$ cat config.mk
export PLATFORM = sky130hd
export DESIGN_NAME = spt_ctrl
export DESIGN_NICKNAME = d
export VERILOG_FILES = /design/src/core/spt_pkg.sv /design/src/core/spt_ctrl.sv
export VERILOG_INCLUDE_DIRS = /design/src /design/src/core
export SDC_FILE = /design/constraint.sdc
export NUM_CORES = 1
export LEC_CHECK = 0
export ABC_AREA = 1
export ABC_CLOCK_PERIOD_IN_PS = 3500
export BUFFER_PORTS_ARGS = -buffer_cell sky130_fd_sc_hd__clkbuf_2
export CAP_MARGIN = 5
export CORE_ASPECT_RATIO = 0.6
export CORE_MARGIN = 2
export CORE_UTILIZATION = 40
export DETAILED_ROUTE_END_ITERATION = 6
export SYNTH_ARGS = -nofsm -noshare
export SYNTH_HDL_FRONTEND = slang
export SYNTH_SLANG_ARGS = --single-unit
export TNS_END_PERCENT = 1
$ cat constraint.sdc
create_clock -name clk_i -period 3.5 [get_ports clk_i]
set_input_delay 0.175 -clock clk_i [delete_from_list [all_inputs] [get_ports clk_i]]
set_output_delay 0.175 -clock clk_i [all_outputs]
set_load 0.02 [all_outputs]
$ cat src/core/spt_params.svh
// Constants for the serial audio transmitter control block
`ifndef SPT_PARAMS_SVH
`define SPT_PARAMS_SVH
// Byte offsets on the register bus
`define SPT_OFF_CTRL 8'h00
`define SPT_OFF_SET 8'h04
`define SPT_OFF_CLR 8'h08
`define SPT_OFF_TOG 8'h0C
`define SPT_OFF_STAT 8'h10
`define SPT_OFF_DATA 8'h20
// Control register fields
`define SPT_B_RUN 0
`define SPT_B_IRQEN 1
`define SPT_B_OVF 2
`define SPT_B_UNF 3
`define SPT_B_W16 4
`define SPT_B_DRAIN 5
`define SPT_F_DLY_LO 16
`define SPT_F_DLY_HI 20
`define SPT_B_GATE 30
`define SPT_B_SRST 31
`define SPT_CTRL_RST 32'hC000_0020
`define SPT_CTRL_WMASK 32'hC01F_0033
`define SPT_SRST_KEEP 32'hC000_0000
// Status register fields, then zero values for the delay count and the sample pad
`define SPT_S_DONE 0
`define SPT_S_ACTIVE 1
`define SPT_S_EMPTY 2
`define SPT_S_FULL 3
`define SPT_DLY_ZERO 5'h00
`define SPT_PAD_ZERO 8'h00
`endif

$ cat src/core/spt_pkg.sv
// Types shared by the transmitter control block
package spt_pkg;
  typedef logic [31:0] spt_word_t;
  typedef logic [23:0] spt_sample_t;
endpackage

$ cat src/core/spt_ctrl.sv
// Transmitter control: register slave, sample FIFO, DMA pacing, output stage
//
// Design decisions made here: the register offsets and the Avalon-MM interface to the registers.
`timescale 1ns/1ps
`include "spt_params.svh"
module spt_ctrl
  import spt_pkg::*;
#(
  parameter int DEPTH = 8,
  parameter int AW = 3
)
(
  input wire logic clk_i,
  input wire logic reset_i,
  input wire logic [7:0] address_i,
  input wire logic read_i,
  input wire logic write_i,
  input wire logic [31:0] writedata_i,
  input wire logic [3:0] byteenable_i,
  output logic [31:0] readdata_o,
  output logic waitrequest_o,
  output logic dma_req_o,
  input wire logic sample_ready_i,
  output logic [23:0] sample_o,
  output logic sample_valid_o,
  output logic irq_o
);

  // Sample formatting into the 24-bit field
  function automatic spt_sample_t fmt(input spt_word_t w, input logic w16);
    fmt = w16 ? {w[15:0], `SPT_PAD_ZERO} : w[31:8];
  endfunction

  // Byte enable expansion
  function automatic spt_word_t be_mask(input logic [3:0] be);
    be_mask = {{8{be[3]}}, {8{be[2]}}, {8{be[1]}}, {8{be[0]}}};
  endfunction

  spt_word_t ctrl_reg, ctrl_next;
  spt_word_t rdata_reg, rdata_next;
  spt_word_t ctrl_view, stat_view, m, wd;
  logic wait_reg, wait_next;
  logic unf_reg, unf_next, ovf_reg, ovf_next;
  logic done_reg, done_next;
  logic active_reg, active_next;
  logic ovalid_reg, ovalid_next;
  spt_sample_t odata_reg, odata_next;
  logic dreq_reg, dreq_next;
  logic [4:0] dcnt_reg, dcnt_next;
  logic irq_reg, irq_next;
  spt_sample_t mem [DEPTH];
  logic [AW-1:0] wptr_reg, wptr_next, rptr_reg, rptr_next;
  logic [AW:0] cnt_reg, cnt_next;
  logic acc, wr, gated, srst, run, drain, full, empty;
  logic push, pop, take, unf_ev, ovf_ev, data_wr;

  // Common decode
  always_comb
  begin
    acc = (read_i | write_i) & ~wait_reg;
    wr = acc & write_i;
    m = be_mask(byteenable_i);
    wd = writedata_i & m;
    srst = ctrl_reg[`SPT_B_SRST];
    gated = srst | ctrl_reg[`SPT_B_GATE];
    run = ctrl_reg[`SPT_B_RUN];
    drain = ctrl_reg[`SPT_B_DRAIN];
    full = (cnt_reg == (AW + 1)'(DEPTH));
    empty = (cnt_reg == '0);
    data_wr = wr & (address_i == `SPT_OFF_DATA);
    ctrl_view = (ctrl_reg & `SPT_CTRL_WMASK);
    ctrl_view[`SPT_B_UNF] = unf_reg;
    ctrl_view[`SPT_B_OVF] = ovf_reg;
    stat_view = '0;
    stat_view[`SPT_S_DONE] = done_reg;
    stat_view[`SPT_S_ACTIVE] = active_reg;
    stat_view[`SPT_S_EMPTY] = empty;
    stat_view[`SPT_S_FULL] = full;
  end

  // Bus answer: one wait cycle, then the access completes
  always_comb
  begin
    wait_next = ~((read_i | write_i) & wait_reg);
    rdata_next = rdata_reg;
    if ((read_i | write_i) & wait_reg)
    begin
      case (address_i)
        `SPT_OFF_CTRL, `SPT_OFF_SET, `SPT_OFF_CLR, `SPT_OFF_TOG: rdata_next = ctrl_view;
        `SPT_OFF_STAT: rdata_next = stat_view;
        default: rdata_next = '0; // Unmapped and data port read as zero
      endcase
    end
  end

  always_ff @(posedge clk_i)
  begin
    if (reset_i)
    begin
      wait_reg <= 1'b1;
      rdata_reg <= '0;
    end
    else
    begin
      wait_reg <= wait_next;
      rdata_reg <= rdata_next;
    end
  end

  // Control register with set, clear and toggle aliases; DMA and CPU share it
  always_comb
  begin
    ctrl_next = ctrl_reg;
    if (wr)
    begin
      case (address_i)
        `SPT_OFF_CTRL: ctrl_next = (ctrl_reg & ~m) | wd;
        `SPT_OFF_SET: ctrl_next = ctrl_reg | wd;
        `SPT_OFF_CLR: ctrl_next = ctrl_reg & ~wd;
        `SPT_OFF_TOG: ctrl_next = ctrl_reg ^ wd;
        default: ctrl_next = ctrl_reg;
      endcase
    end
    ctrl_next = ctrl_next & `SPT_CTRL_WMASK;
    // Soft reset holds every field except GATE and SRST at its reset value
    if (srst)
    begin
      ctrl_next = (ctrl_next & `SPT_SRST_KEEP) | (`SPT_CTRL_RST & ~`SPT_SRST_KEEP);
    end
  end

  // Sticky flags: hardware set wins over a clear in the same cycle
  always_comb
  begin
    unf_next = unf_reg;
    ovf_next = ovf_reg;
    done_next = done_reg;
    if (wr & (address_i == `SPT_OFF_CLR))
    begin
      if (wd[`SPT_B_UNF])
      begin
        unf_next = 1'b0;
      end
      if (wd[`SPT_B_OVF])
      begin
        ovf_next = 1'b0;
      end
    end
    if (run | srst)
    begin
      done_next = 1'b0;
    end
    if (srst)
    begin
      unf_next = 1'b0;
      ovf_next = 1'b0;
    end
    if (unf_ev)
    begin
      unf_next = 1'b1;
    end
    if (ovf_ev)
    begin
      ovf_next = 1'b1;
    end
    if (active_reg & ~active_next & ~srst)
    begin
      done_next = 1'b1;
    end
    irq_next = ctrl_reg[`SPT_B_IRQEN] & (unf_reg | ovf_reg);
  end

  always_ff @(posedge clk_i)
  begin
    if (reset_i)
    begin
      ctrl_reg <= `SPT_CTRL_RST;
      unf_reg <= 1'b0;
      ovf_reg <= 1'b0;
      done_reg <= 1'b0;
      irq_reg <= 1'b0;
    end
    else
    begin
      ctrl_reg <= ctrl_next;
      unf_reg <= unf_next;
      ovf_reg <= ovf_next;
      done_reg <= done_next;
      irq_reg <= irq_next;
    end
  end

  // Transmit path: FIFO, output stage and run/drain state
  always_comb
  begin
    push = data_wr & ~gated & ~full;
    ovf_ev = data_wr & ~gated & full; // Word dropped, not stalled
    take = ovalid_reg & sample_ready_i & ~gated;
    pop = ~gated & active_reg & ~empty & (~ovalid_reg | sample_ready_i);
    // Only while run is set: the empty FIFO at the end of a drain is not an underflow
    unf_ev = ~gated & run & active_reg & sample_ready_i & ~ovalid_reg & empty;
    active_next = active_reg;
    if (srst)
    begin
      active_next = 1'b0;
    end
    else if (gated)
    begin
      active_next = active_reg;
    end
    else if (run)
    begin
      active_next = 1'b1;
    end
    else if (drain & (~empty | ovalid_reg))
    begin
      active_next = active_reg;
    end
    else
    begin
      active_next = 1'b0;
    end
    ovalid_next = (pop | (ovalid_reg & ~take)) & active_next;
    odata_next = pop ? mem[rptr_reg] : odata_reg;
    wptr_next = push ? wptr_reg + 1'b1 : wptr_reg;
    rptr_next = pop ? rptr_reg + 1'b1 : rptr_reg;
    cnt_next = cnt_reg + (AW + 1)'(push) - (AW + 1)'(pop);
    if (srst)
    begin
      wptr_next = '0;
      rptr_next = '0;
      cnt_next = '0;
      ovalid_next = 1'b0;
    end
  end

  always_ff @(posedge clk_i)
  begin
    if (reset_i)
    begin
      active_reg <= 1'b0;
      ovalid_reg <= 1'b0;
      odata_reg <= '0;
      wptr_reg <= '0;
      rptr_reg <= '0;
      cnt_reg <= '0;
    end
    else
    begin
      active_reg <= active_next;
      ovalid_reg <= ovalid_next;
      odata_reg <= odata_next;
      wptr_reg <= wptr_next;
      rptr_reg <= rptr_next;
      cnt_reg <= cnt_next;
    end
  end

  // Sample storage; formatting happens on entry so the FIFO stays 24 bits wide
  always_ff @(posedge clk_i)
  begin
    if (push)
    begin
      mem[wptr_reg] <= fmt(writedata_i, ctrl_reg[`SPT_B_W16]);
    end
  end

  // DMA pacing: count the delay, then hold the request until a sample arrives
  always_comb
  begin
    dreq_next = dreq_reg;
    dcnt_next = dcnt_reg;
    if (gated | ~run)
    begin
      dreq_next = 1'b0;
      dcnt_next = ctrl_reg[`SPT_F_DLY_HI:`SPT_F_DLY_LO];
    end
    else if (dreq_reg)
    begin
      if (push)
      begin
        dreq_next = 1'b0;
        dcnt_next = ctrl_reg[`SPT_F_DLY_HI:`SPT_F_DLY_LO];
      end
    end
    else if (active_reg & ~full)
    begin
      if (dcnt_reg == `SPT_DLY_ZERO)
      begin
        dreq_next = 1'b1;
      end
      else
      begin
        dcnt_next = dcnt_reg - 1'b1;
      end
    end
    else
    begin
      dcnt_next = ctrl_reg[`SPT_F_DLY_HI:`SPT_F_DLY_LO];
    end
  end

  always_ff @(posedge clk_i)
  begin
    if (reset_i)
    begin
      dreq_reg <= 1'b0;
      dcnt_reg <= '0;
    end
    else
    begin
      dreq_reg <= dreq_next;
      dcnt_reg <= dcnt_next;
    end
  end

  // All outputs come straight from flip-flops
  assign readdata_o = rdata_reg;
  assign waitrequest_o = wait_reg;
  assign dma_req_o = dreq_reg;
  assign sample_o = odata_reg;
  assign sample_valid_o = ovalid_reg;
  assign irq_o = irq_reg;

endmodule

[Word-level counts from Yosys, hierarchy flattened]
Memories as Yosys holds them, arrays and structs flattened. A register that Yosys moved wholly into a read port is not among the register bits.
Index checks and enable logic that the tools add are counted.
Operators by class
  add/subtract/negate cells: 5
  equal/unequal tests: 8
  mux-type cells: 29
  bitwise logic cells: 51
  reduce and logical (&&, ||, !) cells: 16
Operators by type and width (number)
  $pmux W32 S4: 1
  $and A32 B32 Y32: 3
  $not A32 Y32: 2
  $or A32 B32 Y32: 2
  $pmux W32 S2: 1
  $mux W32: 1
  $xor A32 B32 Y32: 1
  $and A1 B1 Y1: 25
  $mux W5: 5
  $mux W24: 1
  $mux W1: 20
  $eq A8 B4 Y1 const B: 2
  $reduce_bool A3 Y1: 4
  $not A1 Y1: 10
  $eq A8 B3 Y1 const B: 1
  $eq A8 B5 Y1 const B: 1
  $eq A8 B6 Y1 const B: 1
  $logic_not A8 Y1: 1
  $or A1 B1 Y1: 8
  $reduce_and A2 Y1: 4
  $add A3 B1 Y3 const B: 2
  $logic_not A5 Y1: 1
  $sub A5 B1 Y5 const B: 1
  $add A4 B1 Y4: 1
  other kinds (9): 10
Storage, ports and cells
  register bits after elaboration: 87
  RAM bits: 192
  bits of input ports: 49
  output and inout port bits: 60
  word-level logic and storage cells: 125
  memories kept: 1
Memories
  mem: words 8, width 24, read ports 1, clocked after memory_dff 1, wr ports 1, RTL line spt_ctrl.sv:51  | spt_sample_t mem [DEPTH];

[Depth between registers and ports, before layout]
Gate-level depths: netlist of the first run.
  word-level depth: 12
  gate-level depth with buffers: 13
  mapped depth without buffers: 12

[Worst setup path before layout of the first run]
OpenSTA, ideal clock, no wires.
  path type: reg-to-reg
  from: register cnt_reg[2]
  to: memory mem[2][0] (netlist bit), enable pin
  setup time: 435 ps
  data arrival time: 2736 ps
  data required time: 3065 ps
  path slack: 329 ps
  cell stages (with the launch flop): 8
  path buffers: 0
  period minus slack after synthesis: 3171 ps
  path through: dfxtp_1 -> inv_1 -> ha_1 -> nand3_1 -> nand3_4 -> inv_2 -> nand2_1 -> nor3_1
On the way
  longest elaborated chain between the ends: 5
RTL lines
  start: declaration: RTL line spt_ctrl.sv:53  | logic [AW:0] cnt_reg, cnt_next;
  start signal: assignment: RTL line spt_ctrl.sv:255  | cnt_reg <= cnt_next;
  $eq A4 B4 Y1: RTL line spt_ctrl.sv:68  | full = (cnt_reg == (AW + 1)'(DEPTH));
  $not A1 Y1: RTL line spt_ctrl.sv:196  | push = data_wr & ~gated & ~full;
  $and A1 B1 Y1: RTL line spt_ctrl.sv:196
  $mux W1: RTL line spt_ctrl.sv:262  | if (push)
  $mux W1: RTL line spt_ctrl.sv:264  | mem[wptr_reg] <= fmt(writedata_i, ctrl_reg[`SPT_B_W16]);
  end: declaration: RTL line spt_ctrl.sv:51
Every way passes these cells.

[Worst setup path in the final report of the first run]
  from: register cnt_reg[2]
  to: register cnt_reg[2]
On the way
  longest elaborated chain between the ends: 5
  elaborated cells on any way between the ends: 9
  classes of those cells: add/sub (2); eq/ne (1); bitwise (5); reduce/logical (1)
RTL lines
  $eq A4 B4 Y1 or $logic_not A4 Y1 (tied branches): RTL line spt_ctrl.sv:68, spt_ctrl.sv:69
  $not A1 Y1 (on tied branches): RTL line spt_ctrl.sv:196, spt_ctrl.sv:199
  $and A1 B1 Y1 (on tied branches): RTL line spt_ctrl.sv:196, spt_ctrl.sv:199
  $add A4 B1 Y4 or $and A1 B1 Y1 (tied branches): RTL line spt_ctrl.sv:227, spt_ctrl.sv:199
  $sub A4 B1 Y4 *: RTL line spt_ctrl.sv:227  | cnt_next = cnt_reg + (AW + 1)'(push) - (AW + 1)'(pop);
Mark *: on every way between the ends. The rest lies on a longest branch, timed or not.
A chain may end at the register's enable or synchronous reset.

==> impl_metrics.ini, run 1 <==
[run_status]
status = finished, final reports clean

[critical_path]
critPathMaxFanout = 6
path_buf_inv = 2
crit_slowest_cell = fa_1
max_stage_delay_ns = 0.42
crit_arrival_ns = 2.77
critical_path.top_delay_family = adder cells
critical_path_class = reg2reg
cp_common_cell = ha_1
worst_ep_required_time_ns = 3.92
path_cells = inv_1, ha_1, nand3_1, nand3_4, ha_1, inv_1, ha_1, fa_1, xnor2_1, nor2_1
cp-start-kind = flip-flop
worstSetupEndpointType = flip-flop

[clock_tree]
clk_latency_ns = 0.54
cts.sinks = 263
cts_tree = yes
post_cts_resized = 0
clk_pin_slew_worst_paths_ns = 0.06
clock_path_buffers = 3
root_buffer = clkbuf_16
postCtsSetupBuffers = 0
htreeDepth = 1
numCtsBuffers = 27

[sta]
period_needed_ns = 2.351
skew_ns = 0.01349
tns_ns = 0
setup_violations = 0
post-route-period-util_pct = 67.16
grt_setup_unrepaired = false
max_freq_mhz = 425.4
slew_violations = 0
worstMarginPinSlew_ns = 1.083
whs_ns = 0.03787
hold_violations = 0
max_slew_margin_pct = 27.01

[worst_hold_path]
hp-class = in2reg

[power_and_ir_drop]
powerDensity_mw_per_mm2 = 475.8
ir_drop_mv = 0.3224
p_leak_uw = 0.004816

[place]
dp_hpwl_um = 17180
port_buffers = 88
gp_congestion = 0.8487

[grt]
grt_pass1_wl_um = 43650
overflow = 0
grt_max_degree = 99
grt_pass1_vias = 7579
antenna_found_initial = 0
grtUsageTotal_pct = 18.41

[cells_and_area]
fillCellCount = 2634
synthToLayoutAreaGrowth_pct = 13.50
top_register = mem
layout-drive-gt1-share_pct = 14.83
layout.nets = 1295
diodes = 0
largest_reg_flops = 192

[route]
antenna_left = 0
dr_wl_met2_um = 12120
wl_met1_um = 13940
viasPerCell = 5.102
vias = 8209
first_pass_iters = 5
drt-total-wl_um = 28220
wire_per_inst_um = 17.54
first_iter_violations = 738
wl_met3_um = 1687
post-route-drc-count = 0
top_layer = met4

[die]
num_rows = 48
die_area_mm2 = 0.03047
coreArea_mm2 = 0.02865
ios = 109
die_w_um = 224.0
die_y_um = 136.0
initial_core_util_pct = 40.56

[synthesis]
synth_edf_count = 192
synthFlopType = edfxtp_1
yosys_warnings = 0
synth_cell_types = 36
yosysSeqAreaShare_pct = 61.85
syn_area_mm2 = 0.01162
synthCells = 1137
yosysTopAreaCellShare_pct = 49.62
synthArstFlopShare_pct = 0
syn_avg_cell_area_um2 = 10.22
synth_area_leaders = edfxtp_1 50%, dfxtp_1 12%, o21ai_0 8.5%
ys_ff_latch = 263
synth_top_area_cell = edfxtp_1

[run]
cap_violations = 0
==> worst register-to-register path, cell delays in order (launching register included) <==
cell and delay (ns):
dfxtp_1 0.30, inv_1 0.06, ha_1 0.19, nand3_1 0.31
nand3_4 0.20, ha_1 0.33, inv_1 0.04, ha_1 0.20
fa_1 0.42, xnor2_1 0.14, nor2_1 0.05
==> layout make-up <==
cell class / instances / area, µm² / area share [%]
inverters: 64 / 249.0 / 1.888
flip-flops and latches: 263 / 7189 / 54.51
repair buffers: 112 / 640.6 / 4.857
clock inverters: 10 / 60.06 / 0.4554
well taps: 375 / 469.2 / 3.558
multi-input cells: 745 / 3806 / 28.86
clock buffers: 40 / 774.5 / 5.872
==> Yosys cell counts (3+ instances only) <==
cell,count
xor2_1,3
nand2_1,119
inv_2,5
a21oi_1,56
a31oi_1,9
nor3_1,13
buf_4,21
nor2_4,4
dfxtp_1,71
nand3_1,39
inv_1,57
buf_6,9
edfxtp_1,192
o211ai_1,25
clkbuf_2,3
o21ai_0,197
buf_2,19
ha_1,32
nand2_2,5
clkbuf_1,29
nor2_1,181
o21ai_1,29
==> kinds of logic (layout without fill, tap and decap cells) <==
logic type | count (synthesis) | count (layout) | share of synthesized area [%]
and+or+nand+nor | 371 | 371 | 13.46
AOI/OAI and AO/OA | 318 | 318 | 14.42
DFF | 263 | 263 | 61.85
buffers and inverters | 147 | 226 | 6.321
adders and majority gates | 33 | 33 | 3.618
xor gates and xnor gates | 4 | 4 | 0.3016
other | 1 | 19 | 0.03227
==> where the power goes <==
| part | switching, µW | internal [µW] | leakage [µW] |
|---|---|---|---|
| clock network | 1190 | 1530 | 0.000412 |
| registers | 5.65 | 3350 | 0.00230 |
| logic | 147 | 53.4 | 0.00210 |
==> final timing paths <==
check | startpoint | slack, ns | cells after the start | end
setup / recovery | cnt_reg[2] | 1.15 | 10 | cnt_reg[2]
hold / removal | writedata_i[3] | 0.04 | 4 | unf_reg
setup reg to reg | cnt_reg[2] | 1.15 | 10 | cnt_reg[2]
hold reg to reg | dcnt_reg[0] | 0.48 | 2 | dcnt_reg[0]
==> timing repair <==
action	CTS	global route
endpoints found under the setup margin	0	0
hold endpoints to repair	5	0
hold buffers	3	0
==> stage by stage <==
step	total power, µW	util [%]	instances	area, µm²	worst slack, ns
after floorplan	3547	-	1155	11690	0.3289
after global placement	3614	43.02	1556	12320	1.188
after detailed placement	3619	43.02	1556	12320	1.168
after CTS	6324	46.04	1609	13190	1.156
after global routing	6459	46.04	1609	13190	1.025
final	6276	46.04	1609	13190	1.149
==> routing by layer <==
| layer | vias to the layer above | GRT usage (%) |
|---|---|---|
| met2 | 225 | 28.11 |
| met5 | - | 0 |
| met4 | 0 | 3.593 |
| li1 | 4074 | - |
| met3 | 42 | 3.091 |
| met1 | 3868 | 27.67 |
==> placed cells by master (no fill, tap or decap), drive strengths merged, types with 3 or more instances in the layout <==
master / Yosys / layout
nand3: 43 / 43
a31oi: 9 / 9
a21oi: 56 / 56
ha: 32 / 32
inv: 63 / 65
o211ai: 26 / 26
buf: 51 / 21
edfxtp: 192 / 192
dfxtp: 71 / 71
nor3: 13 / 13
nor2: 187 / 187
clkbuf: 32 / 128
dlygate4sd3: 0 / 3
conb: 1 / 19
xor2: 3 / 3
clkinv: 1 / 8
nand2: 124 / 124
o21ai: 226 / 226
No activity file was read; power rests on OpenSTA's default activity.
==> run 2, diff against run 1 <==
ABC_CLOCK_PERIOD_IN_PS = 2100   (was 3500)
clock period = 2.1 ns   (was 3.5 ns; I/O delays follow)
==> run 2 against run 1 <==
Against the previous run: first-iteration DRC count increased by 2.4%; global-route usage up 0.76 points; core utilization up 2.0 points; clock power is 87% higher; clock skew grew 0.0099 ns; power is 76% higher; register-to-register slack got worse by 1.1 ns; sequential power up 67%.
==> impl_metrics.ini, run 2 (synthesis gave the netlist of run 1 again) <==
[run_status]
status = finished, final reports clean

[grt]
grtUsageTotal_pct = 19.17
use_met1_pct = 29.58
use_met2_pct = 27.26
gr-max-usage-layer = met1
grt_pass1_wl_um = 45110
grt_pass1_vias = 7793
use_met3_pct = 3.739
antenna_found_initial = 0
grt_max_degree = 98
overflow = 0

[route]
antenna_left = 0
viasPerCell = 5.101
first_iter_violations = 756
vias = 8361
wire_per_inst_um = 17.64
drt-total-wl_um = 28910
post-route-drc-count = 0
first_pass_iters = 5

[place]
placedCellCount = 1583
port_buffers = 88
gp_congestion = 0.8217
dp_hpwl_um = 18030

[cells_and_area]
layout_common_cells = 197 x o21ai_0, 192 x edfxtp_1, 180 x nor2_1, 118 x nand2_1, 88 x clkbuf_2
largest_reg_flops = 192
layout.nets = 1326
top_register = mem
layout_commonest_cell = o21ai_0
diodes = 0
final_cells = 1639
synthToLayoutAreaGrowth_pct = 18.36
layout-drive-gt1-share_pct = 17.25

[sta]
tns_ns = 0
worstMarginPinSlew_ns = 1.053
slew_violations = 0
setup_violations = 0
skew_ns = 0.02342
post-route-period-util_pct = 96.13
grt_setup_unrepaired = true
hold_violations = 0
period_needed_ns = 2.019
max_freq_mhz = 495.3
max_slew_margin_pct = 29.04

[clock_tree]
numCtsBuffers = 26
clock_path_buffers = 3
cts.sinks = 263
clk_pin_slew_worst_paths_ns = 0.07
htreeDepth = 1
root_buffer = clkbuf_16
clk_latency_ns = 0.55
postCtsSetupBuffers = 0
cts_tree = yes

[critical_path]
critical_path.top_delay_family = adder cells
path_cells = nor2_2, nand2_2, nor2_4, nand3_4, ha_1, inv_1, ha_2, fa_2, inv_1, nor2_1
crit_slowest_cell = fa_2
cp_common_cell = inv_1
path_buf_inv = 2
crit_arrival_ns = 2.49
worst_ep_required_time_ns = 2.57
critical_path_class = reg2reg
worstSetupEndpointType = flip-flop
critPathMaxFanout = 3
max_stage_delay_ns = 0.53
cp-start-kind = flip-flop

[power_and_ir_drop]
ir_drop_mv = 0.6068
powerDensity_mw_per_mm2 = 801.2
p_leak_uw = 0.005072

[die]
die_y_um = 136.0
num_rows = 48
ios = 109
initial_core_util_pct = 40.56
coreArea_mm2 = 0.02865
die_area_mm2 = 0.03047
die_w_um = 224.0

[worst_hold_path]
hp-class = in2reg

[run]
cap_violations = 0
## run 2: layer usage
metal	vias up	part of all wire, %	wire length [µm]
li1	4140	-	-
met1	3940	50	14460
met2	242	41	11930
met3	39	6.5	1887
met4	0	2.2	630
met5	-	0	0
## run 2: area by class of cell
class,count,area (µm²)
clock inverters,16,215.2
well taps,375,469.2
inverters,64,249.0
repair buffers,144,1035
fillers,2635,14890
clock buffers,32,724.4
multi-input cells,745,3871
flip-flops and latches,263,7189
## run 2: worst reg2reg max path, cell delays in order, from the launching register on
cell and delay [ns]:
dfxtp_1 0.34, nor2_2 0.16, nand2_2 0.08, nor2_4 0.14, nand3_4 0.08, ha_1 0.29
inv_1 0.04, ha_2 0.18, fa_2 0.53, inv_1 0.04, nor2_1 0.08
## run 2: worst paths after layout
kind                                      start        endpoint  slack [ns]  cells past startpoint
worst max-delay path               ctrl_reg[31]      cnt_reg[1]        0.08                     10
worst min-delay path            writedata_i[22]      mem[6][14]        0.03                      3
worst max register to register     ctrl_reg[31]      cnt_reg[1]        0.08                     10
worst min register to register   sample_valid_o  sample_valid_o        0.49                      2
## run 2: power breakdown
group / switching, µW / internal, µW / leakage (µW)
logic: 249 / 98.1 / 0.00232
clock network: 2020 / 3070 / 0.000451
registers: 9.73 / 5580 / 0.00230
total: 2270 / 8740 / 0.00507
## run 2: timing repair
item                       in CTS  in global routing
hold buffers                    8                  0
hold endpoints to repair       17                  0
pin swaps                       1                  1
gates resized for setup         2                  5
setup endpoints to repair       1                 99
## run 2: metrics by stage
step	power, µW	utilization, %	setup WS (ns)	hold slack (ns)	area [µm²]
6_report	11020	48.01	0.08117	0.03103	13750
3_3_place_gp	6032	44.38	0.07021	0.3849	12710
4_1_cts	11130	47.95	0.03112	0.01896	13740
3_5_place_dp	6037	44.38	-0.01447	0.3829	12710
2_1_floorplan	5912	-	-0.3353	0.1741	11750
5_1_grt	11360	48.01	-0.01644	0.05048	13750
